[config.mk]
export PLATFORM = sky130hd
export DESIGN_NAME = sdp_top
export DESIGN_NICKNAME = d
export VERILOG_FILES = /design/src/core/sdp_pkg.sv /design/src/core/sdp_div_if.sv /design/src/core/sdp_out_div.sv /design/src/core/sdp_top.sv
export VERILOG_INCLUDE_DIRS = /design/src /design/src/core
export SDC_FILE = /design/constraint.sdc
export NUM_CORES = 1
export LEC_CHECK = 0
export BUFFER_PORTS_ARGS = -buffer_cell sky130_fd_sc_hd__buf_4
export CAP_MARGIN = 20
export CORE_ASPECT_RATIO = 0.9
export CORE_MARGIN = 2
export CORE_UTILIZATION = 60
export CTS_CLUSTER_DIAMETER = 120
export DETAILED_ROUTE_END_ITERATION = 12
export HOLD_SLACK_MARGIN = 0.1
export PLACE_DENSITY_LB_ADDON = 0.05
export SLEW_MARGIN = 20
export SYNTH_ARGS = -nofsm -noshare
export SYNTH_HDL_FRONTEND = slang
export SYNTH_HIERARCHICAL = 1
export SYNTH_SLANG_ARGS = --single-unit
[constraint.sdc]
create_clock -name hclk -period 3.4 [get_ports hclk]
set_input_delay 0.68 -clock hclk [delete_from_list [all_inputs] [get_ports hclk]]
set_output_delay 0.68 -clock hclk [all_outputs]
set_load 0.02 [all_outputs]
[src/core/sdp_cfg.svh]
// Purpose: constants of the divider program port
// Assumes: included by bare name
// Notes: offsets are byte addresses on the register bus
`ifndef SDP_CFG_SVH
`define SDP_CFG_SVH

`define SDP_FB_W 9
`define SDP_OD_W 3
`define SDP_DS_W 2
`define SDP_SW_W 17
`define SDP_SW_FB_LSB 8
`define SDP_SW_A_LSB 5
`define SDP_SW_B_LSB 2
`define SDP_SW_DS_LSB 0
`define SDP_PIN_W 22

`define SDP_OFF_CTRL 32'h0000_0000
`define SDP_OFF_STATUS 32'h0000_0004
`define SDP_OFF_VALUES 32'h0000_0008
`define SDP_OFF_SHIFT 32'h0000_000C
`define SDP_CTRL_RESET 32'h0000_0001
`define SDP_CTRL_RUN_BIT 0

`endif

[src/core/sdp_pkg.sv]
// Purpose: types of the divider program port
// Assumes: nothing
// Notes: load state codes are all legal
package sdp_pkg;
  typedef enum logic [1:0] {
    ST_PAR_LIVE = 2'b00,
    ST_PAR_HELD = 2'b01,
    ST_SER_HELD = 2'b10,
    ST_SER_PASS = 2'b11
  } sdp_load_st_t;
  typedef logic [1:0] sdp_htrans_t;
endpackage

[src/core/sdp_div_if.sv]
// Purpose: carrier between the top and one output divider
// Assumes: one instance per output pair
// Notes: ratio field is the raw three-bit setting
`timescale 1ns/1ps
interface sdp_div_if;
  logic [2:0] ratio;
  logic run;
  logic clk_out;
  modport ctl (output ratio, output run, input clk_out);
  modport div (input ratio, input run, output clk_out);
endinterface

[src/core/sdp_out_div.sv]
// Purpose: one output divider with even ratio and 50% duty
// Assumes: hclk stands in for the vco
// Notes: half period is ratio plus one clocks
`timescale 1ns/1ps
module sdp_out_div (
  input wire logic hclk,
  input wire logic hresetn,
  sdp_div_if.div dv
);
  logic [3:0] cnt_q;
  logic out_q;
  logic [3:0] half;
  logic [3:0] hi_len_q;
  logic [2:0] ratio_q;
  logic steady_q;

  assign half = {1'b0, dv.ratio} + 4'h1;
  assign dv.clk_out = out_q;

  // toggle every half period for an even duty
  always_ff @(posedge hclk or negedge hresetn) begin
    if (!hresetn) begin
      cnt_q <= 4'h0;
      out_q <= 1'b0;
    end else if (!dv.run) begin
      cnt_q <= 4'h0;
      out_q <= 1'b0;
    end else if (cnt_q >= half - 4'h1) begin
      cnt_q <= 4'h0;
      out_q <= ~out_q;
    end else begin
      cnt_q <= cnt_q + 4'h1;
    end
  end

  // high phase length, and whether the ratio held still across it
  always_ff @(posedge hclk or negedge hresetn) begin
    if (!hresetn) begin
      hi_len_q <= 4'h0;
      ratio_q <= 3'h0;
      steady_q <= 1'b0;
    end else begin
      ratio_q <= dv.ratio;
      steady_q <= (!out_q || steady_q) && (dv.ratio == ratio_q);
      if (!out_q) begin
        hi_len_q <= 4'h0;
      end else if (hi_len_q != 4'hF) begin
        hi_len_q <= hi_len_q + 4'h1;
      end
    end
  end
endmodule

[src/core/sdp_top.sv]
// Purpose: program port loading feedback and output dividers
// Assumes: pins come from outside hclk domain; hclk stands in for the vco
// Notes: registers over ahb-lite, zero wait states
// Notes on behaviour
// - parallel load low passes parallel values straight to the dividers
// - parallel load rising latches values until it falls or serial loads
// - parallel mode forces the diagnostic output low
// - serial mode shifts data in on each shift clock rise
// - load strobe rising moves shift register into the dividers
// - load strobe falling latches the transferred values
// - strobe held high passes shifted data on every shift clock rise
// - serial word holds feedback, both output fields, diagnostic select
// - diagnostic select picks low, shift out, feedback or synth output
// - each output divider gives a 50% duty output
// - each output pair has its own independent divider setting
// - feedback value is a nine-bit field
// - reference copy output is switchable and off by default
// - master reset holds dividers, true outputs low, inverted high
// - master reset leaves loaded values untouched
// - reference copy driven only while its enable is high
`timescale 1ns/1ps
`include "sdp_cfg.svh"
module sdp_top #(
  parameter int FB_LSB = `SDP_SW_FB_LSB,
  parameter int A_LSB = `SDP_SW_A_LSB,
  parameter int B_LSB = `SDP_SW_B_LSB,
  parameter int DS_LSB = `SDP_SW_DS_LSB
) (
  input wire logic hclk,
  input wire logic hresetn,
  input wire logic hsel,
  input wire logic [31:0] haddr,
  input wire sdp_pkg::sdp_htrans_t htrans,
  input wire logic hwrite,
  input wire logic [2:0] hsize,
  input wire logic [31:0] hwdata,
  input wire logic hready,
  output logic [31:0] hrdata,
  output logic hreadyout,
  output logic hresp,
  input wire logic parallel_load_n,
  input wire logic [`SDP_FB_W-1:0] feedback_divider_value,
  input wire logic [`SDP_OD_W-1:0] output_divider_a_value,
  input wire logic [`SDP_OD_W-1:0] output_divider_b_value,
  input wire logic serial_shift_clock,
  input wire logic serial_data_in,
  input wire logic serial_load_strobe,
  input wire logic master_reset,
  input wire logic refout_enable,
  input wire logic ref_clk_in,
  output logic synth_out_true_a,
  output logic synth_out_inverted_a,
  output logic synth_out_true_b,
  output logic synth_out_inverted_b,
  output logic diagnostic_out,
  output logic reference_copy_out,
  output logic reference_copy_oe
);
  import sdp_pkg::*;

  localparam int PW = `SDP_PIN_W;
  localparam int SW = `SDP_SW_W;

  logic [PW-1:0] pin_raw, s1_q, s2_q, s3_q, flt_q;
  logic pl_n_f, sclk_f, sdata_f, sload_f, mreset_f, refen_f, refclk_f;
  logic [`SDP_FB_W-1:0] par_fb_f;
  logic [`SDP_OD_W-1:0] par_a_f, par_b_f;
  logic sclk_prev_q, sload_prev_q;
  logic sclk_rise, sload_rise, sload_fall;
  sdp_load_st_t st_q;
  logic [SW-1:0] sr_q, sr_nx;
  logic [`SDP_FB_W-1:0] fb_q;
  logic [`SDP_OD_W-1:0] div_a_q, div_b_q;
  logic [`SDP_DS_W-1:0] ds_q;
  logic [`SDP_FB_W-1:0] fb_cnt_q;
  logic fb_div_q;
  logic ctrl_run_q;
  logic diag_q, refout_q, refoe_q;
  logic div_run;
  logic ap_valid;
  logic wr_q;
  logic [31:0] waddr_q;
  logic [31:0] rd_mux;
  logic [`SDP_OD_W-1:0] sel_ratio [2];
  logic synth_clk [2];

  // input synchronisers, three stages and an agreement filter
  assign pin_raw = {parallel_load_n, serial_shift_clock, serial_data_in,
                    serial_load_strobe, master_reset, refout_enable, ref_clk_in,
                    feedback_divider_value, output_divider_a_value,
                    output_divider_b_value};

  for (genvar gi = 0; gi < PW; gi++) begin : g_sync
    always_ff @(posedge hclk or negedge hresetn) begin
      if (!hresetn) begin
        s1_q[gi] <= 1'b0;
        s2_q[gi] <= 1'b0;
        s3_q[gi] <= 1'b0;
        flt_q[gi] <= 1'b0;
      end else begin
        s1_q[gi] <= pin_raw[gi];
        s2_q[gi] <= s1_q[gi];
        s3_q[gi] <= s2_q[gi];
        if (s2_q[gi] == s3_q[gi]) begin
          flt_q[gi] <= s3_q[gi];
        end
      end
    end
  end

  assign {pl_n_f, sclk_f, sdata_f, sload_f, mreset_f, refen_f, refclk_f,
          par_fb_f, par_a_f, par_b_f} = flt_q;

  always_ff @(posedge hclk or negedge hresetn) begin
    if (!hresetn) begin
      sclk_prev_q <= 1'b0;
      sload_prev_q <= 1'b0;
    end else begin
      sclk_prev_q <= sclk_f;
      sload_prev_q <= sload_f;
    end
  end

  assign sclk_rise = sclk_f && !sclk_prev_q;
  assign sload_rise = sload_f && !sload_prev_q;
  assign sload_fall = !sload_f && sload_prev_q;

  // shift register, serial word layout
  assign sr_nx = {sr_q[SW-2:0], sdata_f};

  always_ff @(posedge hclk or negedge hresetn) begin
    if (!hresetn) begin
      sr_q <= '0;
    end else if (pl_n_f && sclk_rise) begin
      sr_q <= sr_nx;
    end
  end

  // load state
  always_ff @(posedge hclk or negedge hresetn) begin
    if (!hresetn) begin
      st_q <= ST_PAR_LIVE;
    end else if (!pl_n_f) begin
      st_q <= ST_PAR_LIVE;
    end else begin
      unique case (st_q)
        ST_PAR_LIVE: begin
          st_q <= sload_rise ? ST_SER_PASS : ST_PAR_HELD;
        end
        ST_PAR_HELD, ST_SER_HELD: begin
          if (sload_rise) begin
            st_q <= ST_SER_PASS;
          end
        end
        ST_SER_PASS: begin
          if (sload_fall) begin
            st_q <= ST_SER_HELD;
          end
        end
      endcase
    end
  end

  // divider values; master reset never touches them
  always_ff @(posedge hclk or negedge hresetn) begin
    if (!hresetn) begin
      fb_q <= '0;
      div_a_q <= '0;
      div_b_q <= '0;
    end else if (!pl_n_f) begin
      fb_q <= par_fb_f;
      div_a_q <= par_a_f;
      div_b_q <= par_b_f;
    end else if (st_q != ST_SER_PASS && sload_rise) begin
      fb_q <= sr_q[FB_LSB +: `SDP_FB_W];
      div_a_q <= sr_q[A_LSB +: `SDP_OD_W];
      div_b_q <= sr_q[B_LSB +: `SDP_OD_W];
    end else if (st_q == ST_SER_PASS && sclk_rise) begin
      fb_q <= sr_nx[FB_LSB +: `SDP_FB_W];
      div_a_q <= sr_nx[A_LSB +: `SDP_OD_W];
      div_b_q <= sr_nx[B_LSB +: `SDP_OD_W];
    end
  end

  // diagnostic select is set only by serial loading
  always_ff @(posedge hclk or negedge hresetn) begin
    if (!hresetn) begin
      ds_q <= '0;
    end else if (pl_n_f && st_q != ST_SER_PASS && sload_rise) begin
      ds_q <= sr_q[DS_LSB +: `SDP_DS_W];
    end else if (pl_n_f && st_q == ST_SER_PASS && sclk_rise) begin
      ds_q <= sr_nx[DS_LSB +: `SDP_DS_W];
    end
  end

  // dividers run unless held by master reset or software
  assign div_run = ctrl_run_q && !mreset_f;

  always_ff @(posedge hclk or negedge hresetn) begin
    if (!hresetn) begin
      fb_cnt_q <= '0;
      fb_div_q <= 1'b0;
    end else if (!div_run) begin
      fb_cnt_q <= '0;
      fb_div_q <= 1'b0;
    end else if (fb_cnt_q + 9'h001 >= fb_q) begin
      fb_cnt_q <= '0;
      fb_div_q <= ~fb_div_q;
    end else begin
      fb_cnt_q <= fb_cnt_q + 9'h001;
    end
  end

  // one independent divider per output pair
  assign sel_ratio[0] = div_a_q;
  assign sel_ratio[1] = div_b_q;

  for (genvar gd = 0; gd < 2; gd++) begin : g_out
    sdp_div_if dif ();
    assign dif.ratio = sel_ratio[gd];
    assign dif.run = div_run;
    assign synth_clk[gd] = dif.clk_out;
    sdp_out_div u_div (
      .hclk(hclk),
      .hresetn(hresetn),
      .dv(dif)
    );
  end

  assign synth_out_true_a = synth_clk[0];
  assign synth_out_inverted_a = ~synth_clk[0];
  assign synth_out_true_b = synth_clk[1];
  assign synth_out_inverted_b = ~synth_clk[1];

  // diagnostic output source
  always_ff @(posedge hclk or negedge hresetn) begin
    if (!hresetn) begin
      diag_q <= 1'b0;
    end else if (st_q == ST_PAR_LIVE || st_q == ST_PAR_HELD) begin
      diag_q <= 1'b0;
    end else begin
      unique case (ds_q)
        2'b00: diag_q <= 1'b0;
        2'b01: diag_q <= sr_q[SW-1];
        2'b10: diag_q <= fb_div_q;
        2'b11: diag_q <= synth_clk[0];
      endcase
    end
  end

  assign diagnostic_out = diag_q;

  // reference copy, off after reset
  always_ff @(posedge hclk or negedge hresetn) begin
    if (!hresetn) begin
      refout_q <= 1'b0;
      refoe_q <= 1'b0;
    end else begin
      refout_q <= refclk_f & refen_f;
      refoe_q <= refen_f;
    end
  end

  assign reference_copy_out = refout_q;
  assign reference_copy_oe = refoe_q;

  // ahb-lite slave
  assign ap_valid = hsel && hready && htrans[1];
  assign hreadyout = 1'b1;
  assign hresp = 1'b0;

  always_comb begin
    rd_mux = 32'h0000_0000;
    unique case (haddr)
      `SDP_OFF_CTRL: rd_mux = {31'h0000_0000, ctrl_run_q};
      `SDP_OFF_STATUS: rd_mux = {24'h00_0000, ds_q, st_q, diag_q, refoe_q,
                                 mreset_f, pl_n_f};
      `SDP_OFF_VALUES: rd_mux = {17'h0_0000, div_b_q, div_a_q, fb_q};
      `SDP_OFF_SHIFT: rd_mux = {15'h0000, sr_q};
      default: rd_mux = 32'h0000_0000;
    endcase
  end

  always_ff @(posedge hclk or negedge hresetn) begin
    if (!hresetn) begin
      wr_q <= 1'b0;
      waddr_q <= 32'h0000_0000;
      hrdata <= 32'h0000_0000;
    end else begin
      if (hready) begin
        wr_q <= ap_valid && hwrite;
        waddr_q <= haddr;
      end
      if (ap_valid && !hwrite) begin
        hrdata <= rd_mux;
      end
    end
  end

  always_ff @(posedge hclk or negedge hresetn) begin
    if (!hresetn) begin
      ctrl_run_q <= 1'(`SDP_CTRL_RESET);
    end else if (wr_q && waddr_q == `SDP_OFF_CTRL) begin
      ctrl_run_q <= hwdata[`SDP_CTRL_RUN_BIT];
    end
  end
endmodule

# ---- Word level (Yosys, flattened, before mapping)
# Index checks and enable logic that the tools add are counted.
# Widths: inputs -> output; s select.
dict set report classes {
  n_addsub 7
  n_eq_ne 38
  n_lt_le_gt_ge 3
  n_reduce_logical 29
  n_mux 31
  bitwise 4
}
# cell n
set ops {}
lappend ops {{$pmux 17 s4} 1}
lappend ops {{$eq 32x4->1 const B} 2}
lappend ops {{$logic_not 32->1} 2}
lappend ops {{$mux 9} 5}
lappend ops {{$eq 32x3->1 const B} 1}
lappend ops {{$eq 1x1->1} 22}
lappend ops {{$mux 3} 6}
lappend ops {{$logic_and 1x1->1} 16}
lappend ops {{$mux 4} 4}
lappend ops {{$mux 2} 6}
lappend ops {{$add 9x1->9 const B} 1}
lappend ops {{$ge 9x9->1} 1}
lappend ops {{$add 3x1->4 const B} 2}
lappend ops {{$add 4x1->4 const B} 2}
lappend ops {{$eq 2x2->1 const B} 4}
lappend ops {{$ge 4x4->1} 2}
lappend ops {{$sub 4x1->4 const B} 2}
lappend ops {{$mux 1} 7}
lappend ops {{$ne 2x2->1 const B} 3}
lappend ops {{$ne 3x3->1 const B} 2}
lappend ops {{$pmux 2 s3} 1}
lappend ops {{$logic_not 1->1} 5}
lappend ops {{$eq 2x1->1 const B} 2}
lappend ops {{$logic_not 2->1} 2}
lappend ops {{9 further kinds} 11}
dict set report totals {
  in_bits 96
  out_inout_bits 41
  register_bits 215
  word_cells 221
}

# ---- Logic depth before layout (Yosys ltp)
dict set report logic_depth {
  depth_word 6
  depth_mapped 10
}

# ---- Modules after synthesis
# The synthesis kept the hierarchy.
# module seq_area_each_um2 cells_each area_per_inst_um2 n_inst
set modules_own_cells {}
lappend modules_own_cells {sdp_top 4755.8 551 7586.0 1}
lappend modules_own_cells {sdp_out_div 125.1 29 285.3 2}

# ---- Worst setup path after synthesis
# No wires, ideal clock.
dict set report synth_timing {
  kind {register -> register}
  from {register fb_cnt_q[2]}
  to {register fb_div_q}
  path_stages_with_launch 10
  period_less_slack_ps 2276
  t_arrival_ps 2151
  required_ps 3275
  path_slack_ps 1124
  path_cell_list {dfrtp_1 nand3_1 nor2_1 nand4_1 xnor2_1 ha_1 nand4_1 or3b_1 nand4b_2 mux2_2}
}
dict set report synth_via {
  elab_chain_len 3
}
# item line
set synth_rtl {}
lappend synth_rtl {{from (decl)} sdp_top.sv:75} ;# logic [`SDP_FB_W-1:0] fb_cnt_q;
lappend synth_rtl {{from (signal assigned)} sdp_top.sv:210} ;# fb_cnt_q <= fb_cnt_q + 9'h001;
lappend synth_rtl {{$add 9x1->9} sdp_top.sv:206} ;# end else if (fb_cnt_q + 9'h001 >= fb_q) begin
lappend synth_rtl {{$ge 9x9->1} sdp_top.sv:206}
lappend synth_rtl {{$ne 2x2->1 (no source line)} --}
lappend synth_rtl {{to (signal assigned)} sdp_top.sv:208} ;# fb_div_q <= ~fb_div_q;
lappend synth_rtl {{to (decl)} sdp_top.sv:76} ;# logic fb_div_q;
# Every way passes these cells.
# A chain may end at the register's enable or synchronous reset.

# ---- Worst setup path in the final report
dict set report layout_timing {
  from {register fb_cnt_q[0]}
  to {register fb_div_q}
}
# Same word-level chain as after synthesis.

==> metrics <==
power density cells 602 nW/um^2; FFs w/ async S/R, synth 1.00; fraction of final layout cells with drive strength greater than 1 0.296; Reg2Reg Launch Point fb_cnt_q[0]; CTS tree yes; first-pass GRT wire length around 24000 um; count of pins over their slew limit 0; minimum period implied by the final worst setup slack about 2.5 ns; 1st-iter DRT viols roughly 280; number of buffers inserted to repair setup after CTS 0; unrepaired setup endpoints after global routing false; final setup fails 0; Longest Clk Path Bufs 2; overall routing resource usage 0.219; cell area after layout approximately 9400 sq um; clock transition at the register clock pins on the worst setup and hold paths after CTS 0.07 ns; worst endpoint required time about 3.7 ns; number of gates resized after cts 0; initial antenna violation count 0; drt drc 0; multi-input gate area in the final layout around 2800 sq um; Mapped Cells a little over 600; gr ovfl total 0; Root Buffer Master sky130_fd_sc_hd__clkbuf_16; worst-case clock skew around 0.01 ns; worst setup path startpoint fb_cnt_q[0]; worst vdd ir ~490 uV; status finished clean; number of hold buffers added after CTS 0; count of state elements after synthesis 200; CP max FO 10; number of maximum-capacitance constraint violations 0; total iterations of the first detailed-routing run 4; starting density of the core 0.613; Pleak between 4 and 5 nW; number of primary I/O pins approximately 140; main flop type after synthesis sky130_fd_sc_hd__dfrtp_1; number of inserted diodes 0; arrival time of the worst setup path roughly 2.8 ns; CP Capture Type flop; syn avg cell area 13.4 sq um; pin count of the biggest net entering global routing 99; HPWL after detailed placement 10400 um; count of input and output buffers 84; Routed WL per cell about 17 um; Die H 115 um; worst hold path class input pin to async pin; die width between 100 and 150 um; Placement Cell Area slightly below 9000 sq um; Hold Fails Final Rpt 0; count of H-tree levels built during CTS 4; count of synthesis-stage warnings from yosys 6; type of the setup path with the least slack flop to flop; Critical Path Source Type flop; drt total wl between 10000 and 15000 um; Cell variety after synth between 50 and 60; count of nets after finishing ~800; std cell rows 40; layout overhead on the synthesized area 15.4%; core area 13300 sq um; maximum achievable frequency 396 MHz; clock buffer count from CTS 17; routability cong. roughly 0.81; final critical-path share of the clock period 0.743; vias in the first global route between 4000 and 5000; Die Area between 10000 and 15000 sq um; TritonCTS Sinks 200; portion of the post-synthesis area used by sequential elements 0.614; Routed Antenna Nets 0; worst slew margin relative to its limit 0.423; ratio of routed vias to standard cells 5.49; via count of the routed design about 4800; synthesized cell area 8160 sq um; number of enable-type register cells in the synthesized netlist 0; total area of sequential cells 5010 sq um; Post-Route Setup TNS 0 ns; worst-skew pair later-pin latency 0.43 ns; worst slew pin tran roughly 0.87 ns; Fill cells 900
==> layer usage <==
| layer | part of all wire | global-route usage |
|---|---|---|
| met1 | 0.47 | 0.308 |
| met2 | 0.47 | 0.341 |
| met3 | 0.044 | 0.0537 |
| met4 | 0.011 | 0.0667 |
| met5 | 0 | 0 |
==> cell families after synthesis <==
| group | count (synthesis) | share of synthesized area |
|---|---|---|
| AO/OA/AOI/OAI | 66 | 0.0586 |
| XOR/XNOR | 9 | 0.00966 |
| adder cells (fa/ha/maj) | 44 | 0.0607 |
| buffers and inverters | 66 | 0.0453 |
| flip-flops | 200 | 0.614 |
| multiplexers | 94 | 0.128 |
| other | 2 | 0.000921 |
| AND/OR/NAND/NOR | 128 | 0.0833 |
==> metrics by stage <==
step                hold slack, ns  utilization  power (mW)  setup slack (ns)  cells
floorplan                    0.331            -        3.51              1.12    624
global placement             0.331        0.666        3.77             0.902    843
detailed placement           0.335        0.666        3.83             0.887    843
CTS                          0.338        0.707        5.72             0.874    873
global route                 0.328        0.707        5.96             0.714    873
finish                       0.309        0.707        5.67             0.874    873
==> worst max-delay path: stages, from the launching register on <==
cell,delay [ns]
sky130_fd_sc_hd__dfrtp_1,0.45
sky130_fd_sc_hd__ha_1,0.27
sky130_fd_sc_hd__nand4_1,0.14
sky130_fd_sc_hd__xnor2_1,0.16
sky130_fd_sc_hd__ha_1,0.29
sky130_fd_sc_hd__nand4_1,0.13
sky130_fd_sc_hd__or3b_1,0.38
sky130_fd_sc_hd__nand4b_2,0.23
sky130_fd_sc_hd__mux2_2,0.36
==> synthesized netlist by cell type (10+ instances only) <==
cell type                   n  share of area
sky130_fd_sc_hd__dfrtp_1  199           0.61
sky130_fd_sc_hd__mux2_2    70          0.097
sky130_fd_sc_hd__nand2_1   28          0.013
sky130_fd_sc_hd__ha_1      22          0.034
sky130_fd_sc_hd__maj3_1    22          0.027
sky130_fd_sc_hd__mux2i_1   22          0.027
sky130_fd_sc_hd__buf_4     25          0.023
sky130_fd_sc_hd__nor4_1    11         0.0084
sky130_fd_sc_hd__inv_1     27          0.012
sky130_fd_sc_hd__nand3_1   11         0.0067
sky130_fd_sc_hd__nor2_1    34          0.016
sky130_fd_sc_hd__a21oi_1   20          0.012
sky130_fd_sc_hd__nor2b_1   10         0.0077
==> state kept, by name (all words and copies together) (netlist names), 15 cells and up <==
register	count
hrdata	17
s3_q	22
waddr_q	32
s1_q	22
flt_q	15
sr_q	17
s2_q	22
==> power breakdown <==
part	switching (mW)	leakage, nW	internal, mW
combinational	0.478	1.54	0.454
sequential	0.230	2.45	2.63
clock	0.898	0.268	0.977
==> layout by cell type, fill, tap and decap left out, drive strengths merged, types with 7 or more instances in the layout <==
cell / n
nor4: 13
nand2: 28
maj3: 22
o31ai: 16
dfrtp: 199
ha: 22
clkbuf: 19
mux2: 71
nand4: 8
inv: 34
a22oi: 7
xnor2: 8
nand3: 11
mux2i: 22
a21oi: 20
nor2: 34
o21ai: 8
buf: 89
nor2b: 10
conb: 17
==> final cells by class <==
cell class	instances	share of cell area
clock inverter	12	0.0118
inverter	27	0.0108
multi-input combinational	358	0.301
sequential	200	0.532
clock buffer	18	0.0467
timing repair buffer	90	0.0751
tap	168	0.0223
==> path summary, 6_finish.rpt <==
| kind | to | slack (ns) | depth (start not counted) |
|---|---|---|---|
| min in group hclk | s2_q[8] | 0.35 | 0 |
| hold / removal | g_out[1].u_div/dv.clk_out | 0.31 | 1 |
| max in group asynchronous | s2_q[10] | 2.27 | 2 |
| hold reg to reg | s2_q[8] | 0.35 | 0 |
| setup / recovery | fb_div_q | 0.87 | 8 |
| setup reg to reg | fb_div_q | 0.87 | 8 |
(Power assumes the default switching activity.)
